<file path="config.mk">
export PLATFORM = sky130hd
export DESIGN_NAME = cicr_filter
export DESIGN_NICKNAME = d
export VERILOG_FILES = /design/src/rtl/cicr_pkg.sv /design/src/rtl/cicr_comb.sv /design/src/rtl/cicr_filter.sv
export VERILOG_INCLUDE_DIRS = /design/src /design/src/rtl
export SDC_FILE = /design/constraint.sdc
export NUM_CORES = 1
export LEC_CHECK = 0
export BUFFER_PORTS_ARGS = -buffer_cell sky130_fd_sc_hd__buf_2
export CORE_UTILIZATION = 55
export CTS_CLUSTER_DIAMETER = 80
export DETAILED_ROUTE_END_ITERATION = 6
export PLACE_DENSITY = 0.73
export SYNTH_ARGS = -nofsm -noshare
export SYNTH_HDL_FRONTEND = slang
export SYNTH_HIERARCHICAL = 1
export SYNTH_SLANG_ARGS = --single-unit
</file>
<file path="constraint.sdc">
create_clock -name SYS_CLK -period 4.3 [get_ports SYS_CLK]
set_input_delay 0.215 -clock SYS_CLK [delete_from_list [all_inputs] [get_ports SYS_CLK]]
set_output_delay 0.215 -clock SYS_CLK [all_outputs]
set_load 0.03 [all_outputs]
</file>
<file path="src/rtl/cicr_map.svh">
// Register offsets, field positions, reset values and default configuration of the CIC rate changer
`ifndef CICR_MAP_SVH
`define CICR_MAP_SVH

`define CICR_ADR_W          8
`define CICR_REG_CTRL       8'h00
`define CICR_REG_STATUS     8'h04
`define CICR_REG_IN_CNT     8'h08
`define CICR_REG_OUT_CNT    8'h0C
`define CICR_REG_CONFIG     8'h10

`define CICR_CTRL_RUN_BIT   0
`define CICR_CTRL_CLR_BIT   1
`define CICR_CTRL_RUN_RST   1'h1

`define CICR_STAT_INTERP_BIT 0
`define CICR_STAT_RUN_BIT    1
`define CICR_STAT_BUSY_BIT   2

`define CICR_CFG_RATE_LSB   0
`define CICR_CFG_STG_LSB    16
`define CICR_CFG_DLY_LSB    24
`define CICR_CFG_PIPE_BIT   28

`define CICR_IN_W_DEF       16
`define CICR_IN_BP_DEF      15
`define CICR_RATE_DEF       8
`define CICR_STAGES_DEF     3
`define CICR_DLY_DEF        1
`define CICR_PIPE_DEF       1

`endif

</file>
<file path="src/rtl/cicr_pkg.sv">
// Types shared by the CIC rate changer files
package cicr_pkg;

  typedef enum logic [1:0]
  {
    CICR_DECIM  = 2'h1,
    CICR_INTERP = 2'h2
  } cicr_type_t;

  typedef struct packed
  {
    logic        cyc;
    logic        stb;
    logic        we;
    logic [3:0]  sel;
    logic [7:0]  adr;
    logic [31:0] dat;
  } cicr_wb_req_t;

endpackage : cicr_pkg
</file>
<file path="src/rtl/cicr_comb.sv">
// One comb stage: difference against a delayed copy, optionally registered
`timescale 1ns/10ps
module cicr_comb #(
  parameter int W    = 16,
  parameter int DLY  = 1,
  parameter bit PIPE = 1'b1
) (
  input  wire logic         clk,
  input  wire logic         srst,
  input  wire logic         ce,
  input  wire logic         clr,
  input  wire logic         in_valid,
  input  wire logic [W-1:0] in_data,
  output logic              out_valid,
  output logic [W-1:0]      out_data
);

  logic [W-1:0] dly_r [DLY];
  logic [W-1:0] diff;

  // Wraparound difference is exact as long as W covers the full growth
  assign diff = in_data - dly_r[DLY-1];

  always_ff @(posedge clk)
  begin
    if (srst || (ce && clr))
    begin
      for (int i = 0; i < DLY; i++)
        dly_r[i] <= '0;
    end
    else if (ce && in_valid)
    begin
      dly_r[0] <= in_data;
      for (int i = 1; i < DLY; i++)
        dly_r[i] <= dly_r[i-1];
    end
  end

  generate
    if (PIPE)
    begin : g_pipe
      logic         v_r;
      logic [W-1:0] d_r;
      always_ff @(posedge clk)
      begin
        if (srst || (ce && clr))
        begin
          v_r <= 1'b0;
          d_r <= '0;
        end
        else if (ce)
        begin
          v_r <= in_valid;
          if (in_valid)
            d_r <= diff;
        end
      end
      assign out_valid = v_r;
      assign out_data  = d_r;
    end
    else
    begin : g_comb
      assign out_valid = in_valid;
      assign out_data  = diff;
    end
  endgenerate

endmodule : cicr_comb

</file>
<file path="src/rtl/cicr_filter.sv">
// CIC rate changer top: integrators, rate change, combs and Wishbone registers
//
// Notes on behaviour
// - Input sample width may be set anywhere from 1 to 128 bits.
// - Only adders, subtractors and registers; no multiplier in the datapath.
// - Each integrator adds the current input to its own previous output.
// - Each comb subtracts the sample R times M high-rate samples back.
// - Equal count of integrators and combs, rate change sits between them.
// - Interpolator inserts R-1 zero samples after every comb output.
// - Decimator keeps one of every R last-integrator outputs.
// - Filter type chosen at build time: interpolator or decimator.
// - Rate change factor configurable from 8 to 16384.
// - Stage pairs configurable from 1 to 32.
// - Differential delay configurable from 1 to 4.
// - Switch turns comb pipeline registers on or off.
// - Input width and binary point are build parameters.
`timescale 1ns/10ps
`include "cicr_map.svh"
module cicr_filter #(
  parameter int               IN_W        = `CICR_IN_W_DEF,
  parameter int               IN_BP       = `CICR_IN_BP_DEF,
  parameter cicr_pkg::cicr_type_t FILTER_TYPE = cicr_pkg::CICR_DECIM,
  parameter int               RATE        = `CICR_RATE_DEF,
  parameter int               STAGES      = `CICR_STAGES_DEF,
  parameter int               DIFF_DELAY  = `CICR_DLY_DEF,
  parameter bit               PIPE_COMB   = `CICR_PIPE_DEF,
  // Derived, not meant to be overridden
  parameter int               OUT_W       = IN_W + STAGES * $clog2(RATE * DIFF_DELAY)
) (
  input  wire logic                  SYS_CLK,
  input  wire logic                  SRST,
  input  wire logic                  CE,
  input  wire cicr_pkg::cicr_wb_req_t WB_REQ,
  output logic [31:0]                WB_DAT_O,
  output logic                       WB_ACK_O,
  input  wire logic [IN_W-1:0]       SAMPLE_IN,
  input  wire logic                  SAMPLE_IN_VALID,
  output logic                       SAMPLE_IN_READY,
  output logic [OUT_W-1:0]           SAMPLE_OUT,
  output logic                       SAMPLE_OUT_VALID
);

  localparam int PH_W = $clog2(RATE);
  localparam logic [PH_W-1:0] PH_LAST = PH_W'(RATE - 1);
  localparam bit IS_DEC = (FILTER_TYPE == cicr_pkg::CICR_DECIM);

  // Build-time range checks: out-of-range settings stop elaboration
  generate
    if (IN_W < 1 || IN_W > 128)
    begin : g_bad_width
      $error("input width outside 1 to 128");
    end
    if (RATE < 8 || RATE > 16384)
    begin : g_bad_rate
      $error("rate factor outside 8 to 16384");
    end
    if (STAGES < 1 || STAGES > 32)
    begin : g_bad_stages
      $error("stage count outside 1 to 32");
    end
    if (DIFF_DELAY < 1 || DIFF_DELAY > 4)
    begin : g_bad_delay
      $error("differential delay outside 1 to 4");
    end
    if (IN_BP < 0 || IN_BP > IN_W)
    begin : g_bad_bp
      $error("binary point outside the input word");
    end
  endgenerate

  // Sign extension of an input-width word to the full accumulator width
  function automatic logic [OUT_W-1:0] sext(input logic [IN_W-1:0] v);
    sext = {{(OUT_W-IN_W){v[IN_W-1]}}, v};
  endfunction : sext

  // Register file state
  logic                    ack_r;
  logic [31:0]             dat_r;
  logic                    run_r;
  logic                    clr_r;
  logic [31:0]             in_cnt_r;
  logic [31:0]             out_cnt_r;
  logic                    wb_hit;
  logic                    wb_wr_ctrl;
  logic [31:0]             rd_nxt;

  // Datapath state
  logic [PH_W-1:0]         ph_r;
  logic                    busy_r;
  logic                    up_act_r;
  logic [OUT_W-1:0]        up_hold_r;
  logic                    fire_d_r;
  logic [OUT_W-1:0]        integ_r [STAGES];
  logic [OUT_W-1:0]        out_r;
  logic                    out_v_r;

  logic                    in_fire;
  logic                    int_fire;
  logic [OUT_W-1:0]        int_din;
  logic                    cmb_v   [STAGES+1];
  logic [OUT_W-1:0]        cmb_d   [STAGES+1];
  logic                    cmb_lv;
  logic [OUT_W-1:0]        cmb_ld;

  // Wishbone slave: one wait state, ack for one cycle, unmapped reads give zero
  // A write lands at the edge that sees ack high, so a request dropped before ack changes nothing
  assign wb_hit     = WB_REQ.cyc & WB_REQ.stb & ~ack_r;
  assign wb_wr_ctrl = WB_REQ.cyc & WB_REQ.stb & ack_r & WB_REQ.we & WB_REQ.sel[0] & (WB_REQ.adr == `CICR_REG_CTRL);

  always_comb
  begin
    rd_nxt = 32'h0000_0000;
    case (WB_REQ.adr)
      `CICR_REG_CTRL:
        rd_nxt[`CICR_CTRL_RUN_BIT] = run_r;
      `CICR_REG_STATUS:
      begin
        rd_nxt[`CICR_STAT_INTERP_BIT] = ~IS_DEC;
        rd_nxt[`CICR_STAT_RUN_BIT]    = run_r;
        rd_nxt[`CICR_STAT_BUSY_BIT]   = busy_r;
      end
      `CICR_REG_IN_CNT:
        rd_nxt = in_cnt_r;
      `CICR_REG_OUT_CNT:
        rd_nxt = out_cnt_r;
      `CICR_REG_CONFIG:
      begin
        rd_nxt[`CICR_CFG_RATE_LSB +: 15] = 15'(RATE);
        rd_nxt[`CICR_CFG_STG_LSB +: 6]   = 6'(STAGES);
        rd_nxt[`CICR_CFG_DLY_LSB +: 3]   = 3'(DIFF_DELAY);
        rd_nxt[`CICR_CFG_PIPE_BIT]       = PIPE_COMB;
      end
      default:
        rd_nxt = 32'h0000_0000;
    endcase
  end

  always_ff @(posedge SYS_CLK)
  begin
    if (SRST)
    begin
      ack_r <= 1'b0;
      dat_r <= 32'h0000_0000;
    end
    else if (CE)
    begin
      ack_r <= wb_hit;
      if (wb_hit && !WB_REQ.we)
        dat_r <= rd_nxt;
    end
  end

  assign WB_ACK_O = ack_r;
  assign WB_DAT_O = dat_r;

  // Control: run gates the input, clear is a one-cycle flush of filter state
  always_ff @(posedge SYS_CLK)
  begin
    if (SRST)
    begin
      run_r <= `CICR_CTRL_RUN_RST;
      clr_r <= 1'b0;
    end
    else if (CE)
    begin
      clr_r <= wb_wr_ctrl & WB_REQ.dat[`CICR_CTRL_CLR_BIT];
      if (wb_wr_ctrl)
        run_r <= WB_REQ.dat[`CICR_CTRL_RUN_BIT];
    end
  end

  // Sample counters; clear also zeroes them
  always_ff @(posedge SYS_CLK)
  begin
    if (SRST || (CE && clr_r))
    begin
      in_cnt_r  <= 32'h0000_0000;
      out_cnt_r <= 32'h0000_0000;
    end
    else if (CE)
    begin
      if (in_fire)
        in_cnt_r <= in_cnt_r + 32'h0000_0001;
      if (out_v_r)
        out_cnt_r <= out_cnt_r + 32'h0000_0001;
    end
  end

  // Interpolator takes one input per R output slots; decimator takes one per cycle
  assign SAMPLE_IN_READY = CE & run_r & ~clr_r & (IS_DEC | ~busy_r);
  assign in_fire         = SAMPLE_IN_VALID & SAMPLE_IN_READY;

  // Integrators run at the high rate: input side for decimator, output side for interpolator
  assign int_fire = IS_DEC ? in_fire : up_act_r;
  assign int_din  = IS_DEC ? sext(SAMPLE_IN)
                           : ((ph_r == '0) ? up_hold_r : '0);

  always_ff @(posedge SYS_CLK)
  begin
    if (SRST || (CE && clr_r))
    begin
      for (int i = 0; i < STAGES; i++)
        integ_r[i] <= '0;
    end
    else if (CE && int_fire)
    begin
      integ_r[0] <= integ_r[0] + int_din;
      for (int i = 1; i < STAGES; i++)
        integ_r[i] <= integ_r[i] + integ_r[i-1];
    end
  end

  // Phase counter: input count in the decimator, output slot in the interpolator
  always_ff @(posedge SYS_CLK)
  begin
    if (SRST || (CE && clr_r))
      ph_r <= '0;
    else if (CE && int_fire)
      ph_r <= (ph_r == PH_LAST) ? '0 : ph_r + PH_W'(1);
  end

  // Comb chain input: subsampled last integrator, or the input itself
  assign cmb_v[0] = IS_DEC ? (in_fire && ph_r == PH_LAST) : in_fire;
  assign cmb_d[0] = IS_DEC ? integ_r[STAGES-1] : sext(SAMPLE_IN);

  // Combs run at the low rate, so a delay of M low-rate words spans R*M high-rate samples
  generate
    for (genvar g = 0; g < STAGES; g++)
    begin : g_comb
      cicr_comb #(
        .W    (OUT_W),
        .DLY  (DIFF_DELAY),
        .PIPE (PIPE_COMB)
      ) u_comb (
        .clk       (SYS_CLK),
        .srst      (SRST),
        .ce        (CE),
        .clr       (clr_r),
        .in_valid  (cmb_v[g]),
        .in_data   (cmb_d[g]),
        .out_valid (cmb_v[g+1]),
        .out_data  (cmb_d[g+1])
      );
    end
  endgenerate

  assign cmb_lv = cmb_v[STAGES];
  assign cmb_ld = cmb_d[STAGES];

  // Up-sampler: busy from input accept until the last of the R slots is issued
  always_ff @(posedge SYS_CLK)
  begin
    if (SRST || (CE && clr_r) || IS_DEC)
    begin
      busy_r    <= 1'b0;
      up_act_r  <= 1'b0;
      up_hold_r <= '0;
    end
    else if (CE)
    begin
      if (in_fire)
        busy_r <= 1'b1;
      if (cmb_lv)
      begin
        up_hold_r <= cmb_ld;
        up_act_r  <= 1'b1;
      end
      else if (up_act_r && ph_r == PH_LAST)
      begin
        up_act_r <= 1'b0;
        busy_r   <= 1'b0;
      end
    end
  end

  always_ff @(posedge SYS_CLK)
  begin
    if (SRST || (CE && clr_r))
      fire_d_r <= 1'b0;
    else if (CE)
      fire_d_r <= up_act_r;
  end

  // Output register: one word per low-rate period (decimator) or per slot (interpolator)
  always_ff @(posedge SYS_CLK)
  begin
    if (SRST || (CE && clr_r))
    begin
      out_r   <= '0;
      out_v_r <= 1'b0;
    end
    else if (CE)
    begin
      if (IS_DEC)
      begin
        out_v_r <= cmb_lv;
        if (cmb_lv)
          out_r <= cmb_ld;
      end
      else
      begin
        out_v_r <= fire_d_r;
        if (fire_d_r)
          out_r <= integ_r[STAGES-1];
      end
    end
  end

  assign SAMPLE_OUT       = out_r;
  assign SAMPLE_OUT_VALID = out_v_r & CE;

endmodule : cicr_filter

</file>
==> impl_metrics.json, run 1 <==
{
  "post-synth-top-area-cell": "edfxtp_1",
  "rsz0062_at_grt": "false",
  "yosysSeqAreaShare_pct": 40.9,
  "multi_input_area_um2": 11700,
  "wl_per_cell_um": 16.0,
  "design.die.area_um2": 39100,
  "numCtsBuffers": 39,
  "clock_sinks": 356,
  "synth_edf_count": 150,
  "htreeDepth": 2,
  "startpoint_type": "register",
  "hold_violations": 0,
  "power_frac_seq_pct": 44.9,
  "hold_buffers": 5,
  "post-route-period-util_pct": 71.6,
  "power.leakage_nw": 9.54,
  "drtPass1Iterations": 5,
  "clock_power_share_pct": 41.2,
  "overflow": 0,
  "timing.critical_path.fanout_max": 3,
  "cts_tree": "yes",
  "synth_common_cells": "nand2_1, nor2_1, dfxtp_1",
  "power.total_mw": 8.19,
  "cp.required_ns": 4.60,
  "pin_count": 127,
  "internal_power_mw": 6.05,
  "gp_congestion": 0.878,
  "cap_violations": 0,
  "dpl.hpwl_um": 35100,
  "wl_um": 47300,
  "yosysTopAreaCellShare_pct": 21.4,
  "report.final.slew_viol_count": 0,
  "post-cts-setup-buffer-count": 0,
  "antenna_found_initial": 0,
  "crit_arrival_ns": 3.38,
  "filler_cell_count": 3247,
  "synth_fp_nets": 2579,
  "syn_area_um2": 21100,
  "grt_pass1_wl_um": 78100,
  "slew_headroom_pct": 27.0,
  "peakVddDrop_uv": 291,
  "cts_root_buf": "clkbuf_16",
  "cp-end-kind": "register",
  "die_w_um": 198,
  "grt_max_degree": 100,
  "clock_latency_ns": 0.56,
  "fin_tns_setup_ns": 0,
  "cts.clk_slew.worst_paths_ns": 0.06,
  "vias": 16900,
  "core_area_um2": 37700,
  "synth_seq_cells": 356,
  "synth_cells": 2358,
  "synthMostInstantiatedCell": "nand2_1",
  "combPwrFrac_pct": 13.9,
  "synthArstFlopShare_pct": 0,
  "yosysUniqueCellTypes": 94,
  "fin_nets": 2628,
  "fmax_mhz": 325,
  "avgViaCountPerCell": 5.73,
  "clockBufferDepth": 3,
  "final.min_clock_period_ns": 3.08,
  "setup_violations": 0,
  "postSynthAreaPerCell_um2": 8.95,
  "drc_errors": 0,
  "initial_utilization_pct": 56.0,
  "cts_resized": 0,
  "synthFlopType": "dfxtp_1",
  "ant_nets": 0,
  "final_area_um2": 23200,
  "drtIter0Drc": 1156,
  "min_path_type": "in2reg",
  "dpl-instance-area_um2": 21900,
  "area_delta_synth_final_pct": 10.1,
  "power.density_nw_per_um2": 353,
  "antennaDiodeCount": 0,
  "drive_above_1_share_pct": 8.95,
  "swShare_pct": 26.1,
  "die_h_um": 198,
  "grtUsageTotal_pct": 24.5,
  "port_buffers": 93,
  "tightest_slew_ns": 1.10,
  "yosys-top-cells-area": "edfxtp_1, dfxtp_1, ha_1",
  "rows": 71,
  "status": "finished, final reports clean",
  "yosysWarnings": 6,
  "grt_pass1_vias": 16200,
  "net-switching-power_mw": 2.14,
  "path_class": "reg2reg",
  "seqCellArea_um2": 8630,
  "fin_skew_ns": 0.0264
}
==> worst paths after layout <==
path	from	end	slack, ns	cells past startpoint
setup / recovery	integ_r[0][0]	integ_r[0][22]	1.22	9
hold / removal	WB_REQ[38]	WB_DAT_O[0]	0.04	4
setup reg to reg	integ_r[0][0]	integ_r[0][22]	1.22	9
hold reg to reg	g_comb[2].u_comb/out_data[22]	g_comb[2].u_comb/out_data[22]	0.45	2
==> placed cells by master (no fill, tap or decap), types with 58 or more instances in the layout <==
cell type / synthesis / routed
xor2_1: 103 / 103
inv_1: 95 / 95
nand2_1: 264 / 262
dfxtp_1: 206 / 206
xnor2_1: 65 / 65
ha_1: 148 / 148
nor2_1: 223 / 223
nand3_1: 58 / 58
and2_1: 91 / 91
edfxtp_1: 150 / 150
buf_2: 17 / 93
a21oi_1: 174 / 174
o21ai_0: 126 / 126
==> kinds of logic (layout without fill, tap and decap cells) <==
family	count (synthesis)	count (layout)	synth area share, %
DFF	356	356	40.9
muxes	9	9	0.427
AOI/OAI and AO/OA	614	614	18.7
xor gates and xnor gates	168	168	6.98
and+or+nand+nor	859	859	19.8
adders and majority gates	154	154	9.35
buffers and inverters	198	277	3.84
==> critical path, cell delays in order (launching register included) <==
cell and delay (ns):
edfxtp_1 0.42, ha_1 0.25, fa_1 0.45, a211oi_1 0.34, o21ai_0 0.20, nand4bb_1 0.25
nor3_1 0.12, o311ai_0 0.50, nand3b_1 0.17, mux2i_1 0.15
==> cell type report <==
| cell class | count | share of cell area, % |
|---|---|---|
| inverters | 95 | 1.54 |
| clock inverters | 16 | 0.663 |
| well taps | 511 | 2.75 |
| clock buffers | 55 | 4.96 |
| repair buffers | 111 | 2.64 |
| multi-input cells | 1804 | 50.3 |
| flip-flops and latches | 356 | 37.2 |
==> metrics by stage <==
stage | cells | setup WS (ns) | hold WS (ns) | utilization, %
floorplan | 2358 | 1.28 | 0.333 | -
global placement | 2872 | 1.35 | 0.426 | 58.0
detailed placement | 2872 | 1.22 | 0.440 | 58.0
CTS | 2948 | 1.22 | 0.0197 | 61.6
global route | 2948 | 1.10 | 0.0559 | 61.6
finish | 2948 | 1.22 | 0.0419 | 61.6
==> metal layers <==
| metal | vias to the layer above | GRT usage (%) | wire length, µm |
|---|---|---|---|
| li1 | 8548 | - | - |
| met4 | 0 | 8.53 | 1320 |
| met1 | 7940 | 29.5 | 20500 |
| met3 | 75 | 2.96 | 1800 |
| met5 | - | 0 | 0 |
| met2 | 317 | 44.5 | 23700 |
==> power by group through the flow <==
stage	logic, mW	registers (mW)	clock network [mW]
6_report	1.14	3.68	3.38
5_1_grt	1.27	3.69	3.58
4_1_cts	1.13	3.68	3.45
3_5_place_dp	1.12	3.75	0
3_3_place_gp	1.10	3.75	0
2_1_floorplan	0.885	3.73	0
==> registers in the layout (all words and copies together), names as in the netlist <==
name	count
run_r	1
in_cnt_r	32
clr_r	1
SAMPLE_OUT	25
out_v_r	1
g_comb.u_comb/out_data	75
g_comb.u_comb/out_valid	3
WB_ACK_O	1
WB_DAT_O	32
out_cnt_r	32
g_comb.u_comb/dly_r	75
ph_r	3
integ_r	75
Note: power is estimated with default switching activity, not from simulation.
==> inputs of run 2 (changes only) <==
--- a/config.mk
+++ b/config.mk
@@ -6,6 +6,7 @@
 export SDC_FILE = /design/constraint.sdc
 export NUM_CORES = 1
 export LEC_CHECK = 0
+export ABC_AREA = 1
 export BUFFER_PORTS_ARGS = -buffer_cell sky130_fd_sc_hd__buf_2
 export CORE_UTILIZATION = 55
 export CTS_CLUSTER_DIAMETER = 80
==> constraint.sdc (replaced) <==
create_clock -name SYS_CLK -period 2.9 [get_ports SYS_CLK]
set_input_delay 0.145 -clock SYS_CLK [delete_from_list [all_inputs] [get_ports SYS_CLK]]
set_output_delay 0.145 -clock SYS_CLK [all_outputs]
set_load 0.03 [all_outputs]
==> run 2 against run 1 <==
Against the previous run:
- register-to-register slack worse by 0.58 ns
- clock-buffer cell count is 4 higher
- utilization is 0.084 points higher
- synthesized cell count is 72% higher
- cell count is 63% higher
- area after synthesis is 22% higher
- critical endpoint is now integ_r[0][66]
- routed wire length is 38% higher
- first-iteration DRC count is 51% higher
- combinational power is 69% higher
- worst hold slack better by 0.0078 ns
==> impl_metrics.json, run 2 <==
{
  "cp_cell_sequence": "ha_1 > fa_1 > nand2_1 > nand2_1 > nand3_1 > nand2_1 > inv_1 > nor2_1 > o21bai_1 > a21oi_1",
  "core_area_um2": 45800,
  "rsz0062_at_grt": "false",
  "synthArstFlopShare_pct": 0,
  "slew_headroom_pct": 37.2,
  "stdcell_count": 4802,
  "final_common_cell": "nand2_1",
  "initial_utilization_pct": 56.2,
  "timing.critical_path.fanout_max": 5,
  "dpl.hpwl_um": 50000,
  "r2r_slack_ns": 0.63,
  "yosysTopAreaCellShare_pct": 21.0,
  "post-route-period-util_pct": 78.1,
  "final_cell_mix": "nand2_1, inv_1, nor2_1",
  "drc_errors": 0,
  "fin_nets": 4391,
  "synth_fp_nets": 4284,
  "antennaDiodeCount": 0,
  "synth_common_cells": "nand2_1, inv_1, nor2_1",
  "cts_resized": 0,
  "yosysUniqueCellTypes": 55,
  "synth_seq_cells": 356,
  "yosys-top-cells-area": "nand2_1, edfxtp_1, dfxtp_1",
  "fin_skew_ns": 0.0411,
  "design.die.area_um2": 47700,
  "setup_violations": 0,
  "tightest_slew_ns": 0.939,
  "hold_violations": 0,
  "filler_cell_count": 4449,
  "wl_per_cell_um": 13.6,
  "vias": 24300,
  "dp_slack_ns": 0.621,
  "post-cts-setup-buffer-count": 0,
  "synth-adder-area-share_pct": 7.66,
  "path_buf_inv": 1,
  "avgViaCountPerCell": 5.06,
  "drive_above_1_share_pct": 7.07,
  "synth_xor_area_share_pct": 0.647,
  "status": "finished, final reports clean",
  "rows": 78,
  "grt_pass1_wl_um": 107000,
  "final_area_um2": 28300,
  "drtPass1Iterations": 6,
  "power.density_nw_per_um2": 441,
  "yosys.area_share.simple_pct": 36.9,
  "cpMaxStageDelayCell": "fa_1",
  "synthMostInstantiatedCell": "nand2_1",
  "die_h_um": 218,
  "power.leakage_nw": 14.3,
  "antenna_found_initial": 0,
  "cts_root_buf": "clkbuf_16",
  "htreeDepth": 2,
  "path_class": "reg2reg",
  "grt_max_degree": 78,
  "postSynthAreaPerCell_um2": 6.33,
  "cts_tree": "yes",
  "syn_area_um2": 25700,
  "cpMostUsedCell": "nand2_1",
  "startpoint_type": "register",
  "overflow": 0,
  "cp-end-kind": "register",
  "synth_cells": 4063,
  "fin_tns_setup_ns": 0,
  "yosysWarnings": 6,
  "synth_edf_count": 150,
  "holdWs_ns": 0.0497,
  "final.min_clock_period_ns": 2.27,
  "grt_pass1_vias": 22200,
  "cts.clk_slew.worst_paths_ns": 0.06,
  "worst_slack_ns": 0.634,
  "gp_congestion": 0.949,
  "synthFlopType": "dfxtp_1",
  "port_buffers": 93,
  "area_delta_synth_final_pct": 9.80,
  "post-synth-top-area-cell": "nand2_1",
  "die_w_um": 218,
  "cpPeakStageDelay_ns": 0.46,
  "numCtsBuffers": 41,
  "dp_cells": 4716,
  "critPathTopFamily": "adder cells",
  "power.total_mw": 12.5,
  "drtIter0Drc": 1747,
  "clockBufferDepth": 3,
  "min_path_type": "in2reg",
  "clock_latency_ns": 0.58,
  "clock_sinks": 356,
  "muxShareOfSynthArea_pct": 0,
  "cp.required_ns": 3.22,
  "synth_top_family_by_area": "simple AND/OR/NAND/NOR gates",
  "fmax_mhz": 441,
  "dpl-instance-area_um2": 26800,
  "pin_count": 127,
  "final_util_pct": 61.7,
  "grtUsageTotal_pct": 27.5,
  "report.final.slew_viol_count": 0,
  "crit_arrival_ns": 2.58,
  "yosysSeqAreaShare_pct": 33.5,
  "cap_violations": 0,
  "synth-compound-area-share_pct": 8.06,
  "ant_nets": 0,
  "wl_um": 65400,
  "peakVddDrop_uv": 431
}
run 2: cell type report:
type                       count  area (µm²)  area share, %
timing repair buffer         122         736           2.60
clock buffer                  59        1220           4.31
sequential                   356        8630           30.5
multi-input combinational   2819       13700           48.5
tap                          600         751           2.66
clock inverter                16        96.3          0.341
inverter                     830        3120           11.0
run 2: path summary, 6_finish.rpt:
| check | startpoint | end | cells past startpoint |
|---|---|---|---|
| min | WB_REQ[37] | WB_DAT_O[1] | 6 |
| max | integ_r[0][25] | integ_r[0][66] | 10 |
| min reg2reg | g_comb[2].u_comb/out_data[9] | g_comb[2].u_comb/out_data[9] | 2 |
| max reg2reg | integ_r[0][25] | integ_r[0][66] | 10 |
run 2: where the power goes:
part	internal (mW)	leakage [nW]	total, mW	switching [mW]
logic	0.624	10.4	1.93	1.30
clock network	2.93	0.650	5.07	2.14
registers	5.35	3.23	5.47	0.113
run 2: worst min-delay path: stages:
cell	delay, ns
buf_2	0.11
nor3_4	0.06
nand3_1	0.08
nand3_1	0.06
nand2_1	0.06
a21oi_1	0.05
run 2: per-layer routing:
metal	GRT usage [%]	up-vias	share of wire [%]
met5	0	-	0
li1	-	12800	-
met4	9.95	0	3.0
met1	35.7	10800	45
met2	47.3	585	47
met3	2.70	124	4.9
run 2: what timing repair did:
item | in CTS | in global routing
hold buffers | 11 | 0
endpoints found under the hold margin | 8 | 0
setup endpoints to repair | 0 | 0
run 2: logic make-up (layout without fill, tap and decap cells):
group                    Yosys count  in the layout
AO/OA/AOI/OAI                    383            383
XOR/XNOR                          19             19
adder cells (fa/ha/maj)          154            154
buffers and inverters            888           1027
flip-flops                       356            356
AND/OR/NAND/NOR                 2263           2263
==> inputs of run 3 (changes only) <==
==> constraint.sdc (replaced) <==
create_clock -name SYS_CLK -period 2.3 [get_ports SYS_CLK]
set_input_delay 0.115 -clock SYS_CLK [delete_from_list [all_inputs] [get_ports SYS_CLK]]
set_output_delay 0.115 -clock SYS_CLK [all_outputs]
set_load 0.03 [all_outputs]
==> run 3 against run 2 <==
Against the previous run:
- clock power is 31% higher
- sequential power increased by 26%
- setup slack worse by 0.54 ns
- register-to-register slack lost 0.50 ns
- cell count rose by 0.42%
- clock-buffer cell count down 4
- total power is 28% higher
==> impl_metrics.json, run 3 (same netlist as run 2, synthesis figures left out) <==
{
  "port_buffers": 93,
  "path_buf_inv": 4,
  "grt_max_degree": 57,
  "drtPass1Iterations": 5,
  "top_layer": "met4",
  "fin_skew_ns": 0.0194,
  "grt_pass1_wl_um": 110000,
  "die_w_um": 218,
  "power.leakage_nw": 14.4,
  "dpl.hpwl_um": 51800,
  "wl_met3_um": 3230,
  "wl_met1_um": 30000,
  "post-cts-setup-buffer-count": 0,
  "antenna_found_initial": 0,
  "numCtsBuffers": 43,
  "peakVddDrop_uv": 594,
  "cp_cell_sequence": "dlygate4sd3_1 > buf_2 > nor3_4 > and2_1 > nand3_1 > dlygate4sd3_1 > nand3_1 > dlygate4sd3_1",
  "fin_tns_setup_ns": 0,
  "filler_cell_count": 4402,
  "hold_violations": 0,
  "design.die.area_um2": 47700,
  "dp_cells": 4729,
  "timing.critical_path.fanout_max": 7,
  "critPathTopFamily": "buffers and inverters",
  "drtIter0Drc": 1669,
  "tightest_slew_ns": 0.696,
  "setup_violations": 0,
  "cts_tree": "yes",
  "grt_pass1_vias": 22800,
  "die_h_um": 218,
  "grtUsageTotal_pct": 28.4,
  "htreeDepth": 2,
  "drc_errors": 0,
  "fin_nets": 4408,
  "path_class": "in2reg",
  "status": "finished, final reports clean",
  "cp.required_ns": 2.83,
  "cpMostUsedCell": "dlygate4sd3_1",
  "clock_sinks": 356,
  "cts.clk_slew.worst_paths_ns": 0.06,
  "final_common_cell": "nand2_1",
  "cap_violations": 0,
  "final_cell_mix": "nand2_1, inv_1, nor2_1",
  "wl_per_cell_um": 13.8,
  "startpoint_type": "input port",
  "fmax_mhz": 454,
  "power.density_nw_per_um2": 562,
  "cpMaxStageDelayCell": "dlygate4sd3_1",
  "drive_above_1_share_pct": 7.65,
  "cp-end-kind": "register",
  "avgViaCountPerCell": 5.03,
  "area_delta_synth_final_pct": 10.6,
  "min_path_type": "in2reg",
  "wl_um": 66300,
  "stdcell_count": 4822,
  "core_area_um2": 45800,
  "cts_root_buf": "clkbuf_16",
  "report.final.slew_viol_count": 0,
  "rows": 78,
  "post-route-period-util_pct": 95.8,
  "clockBufferDepth": 3,
  "vias": 24300,
  "crit_arrival_ns": 2.73,
  "cpPeakStageDelay_ns": 0.57,
  "initial_utilization_pct": 56.2,
  "antennaDiodeCount": 0,
  "power.total_mw": 16.0,
  "slew_headroom_pct": 53.3,
  "clock_latency_ns": 0.58,
  "overflow": 0,
  "ant_nets": 0,
  "wl_met2_um": 31300,
  "final.min_clock_period_ns": 2.20,
  "gp_congestion": 0.973,
  "rsz0062_at_grt": "false",
  "pin_count": 127
}
-- run 3: cell count changes in the layout (fill, tap and decap cells not counted), sizes merged, moves of 2 or more --
cell         delta
clkbuf          -4
buf            +13
dlygate4sd3     +2
inv             +2
clkinv          +5
-- run 3: final timing paths --
path	slack, ns	start	cells after the start	end
setup / recovery	0.1	WB_REQ[37]	8	run_r
hold / removal	0.03	WB_REQ[36]	6	WB_DAT_O[1]
setup reg to reg	0.13	WB_ACK_O	6	run_r
hold reg to reg	0.45	g_comb[2].u_comb/out_data[23]	2	g_comb[2].u_comb/out_data[23]
-- run 3: cell type report --
class                      count  area [µm²]  share of cell area, %
clock buffer                  55        1190                   4.19
multi-input combinational   2819       13700                   48.2
tap                          600         751                   2.64
inverter                     830        3120                   10.9
timing repair buffer         137         878                   3.09
sequential                   356        8630                   30.3
clock inverter                25         189                  0.664
-- run 3: tightest hold or removal path, stage by stage --
cell     delay [ns]
buf_2          0.11
nor3_4         0.07
nand3_1        0.07
nand3_1        0.08
nand2_1        0.07
a21oi_1        0.05
-- run 3: layer usage --
metal  vias to the layer above  global-route usage, %
li1                      12800                      -
met1                     10800                   37.0
met2                       498                   48.8
met3                       120                   3.74
met4                         0                   8.16
met5                         -                      0
-- run 3: report_power, final --
part	internal, mW	total (mW)	switching (mW)
Combinational	0.805	2.45	1.65
Sequential	6.75	6.89	0.142
Clock	3.82	6.66	2.84
-- run 3: stage by stage --
step	area, µm²	hold WS [ns]	util [%]	setup slack [ns]
4_1_cts	28500	0.00322	62.2	0.111
3_3_place_gp	27000	0.366	58.9	0.144
5_1_grt	28500	0.0678	62.2	0.0237
6_report	28500	0.0281	62.2	0.0958
2_1_floorplan	25700	0.207	-	0.000506
3_5_place_dp	27000	0.380	58.9	0.122
-- run 3: repair_timing --
action	4_1_cts	5_1_grt
setup endpoints to repair	0	4
endpoints found under the hold margin	13	0
gates resized for setup	0	3
hold buffers	13	0
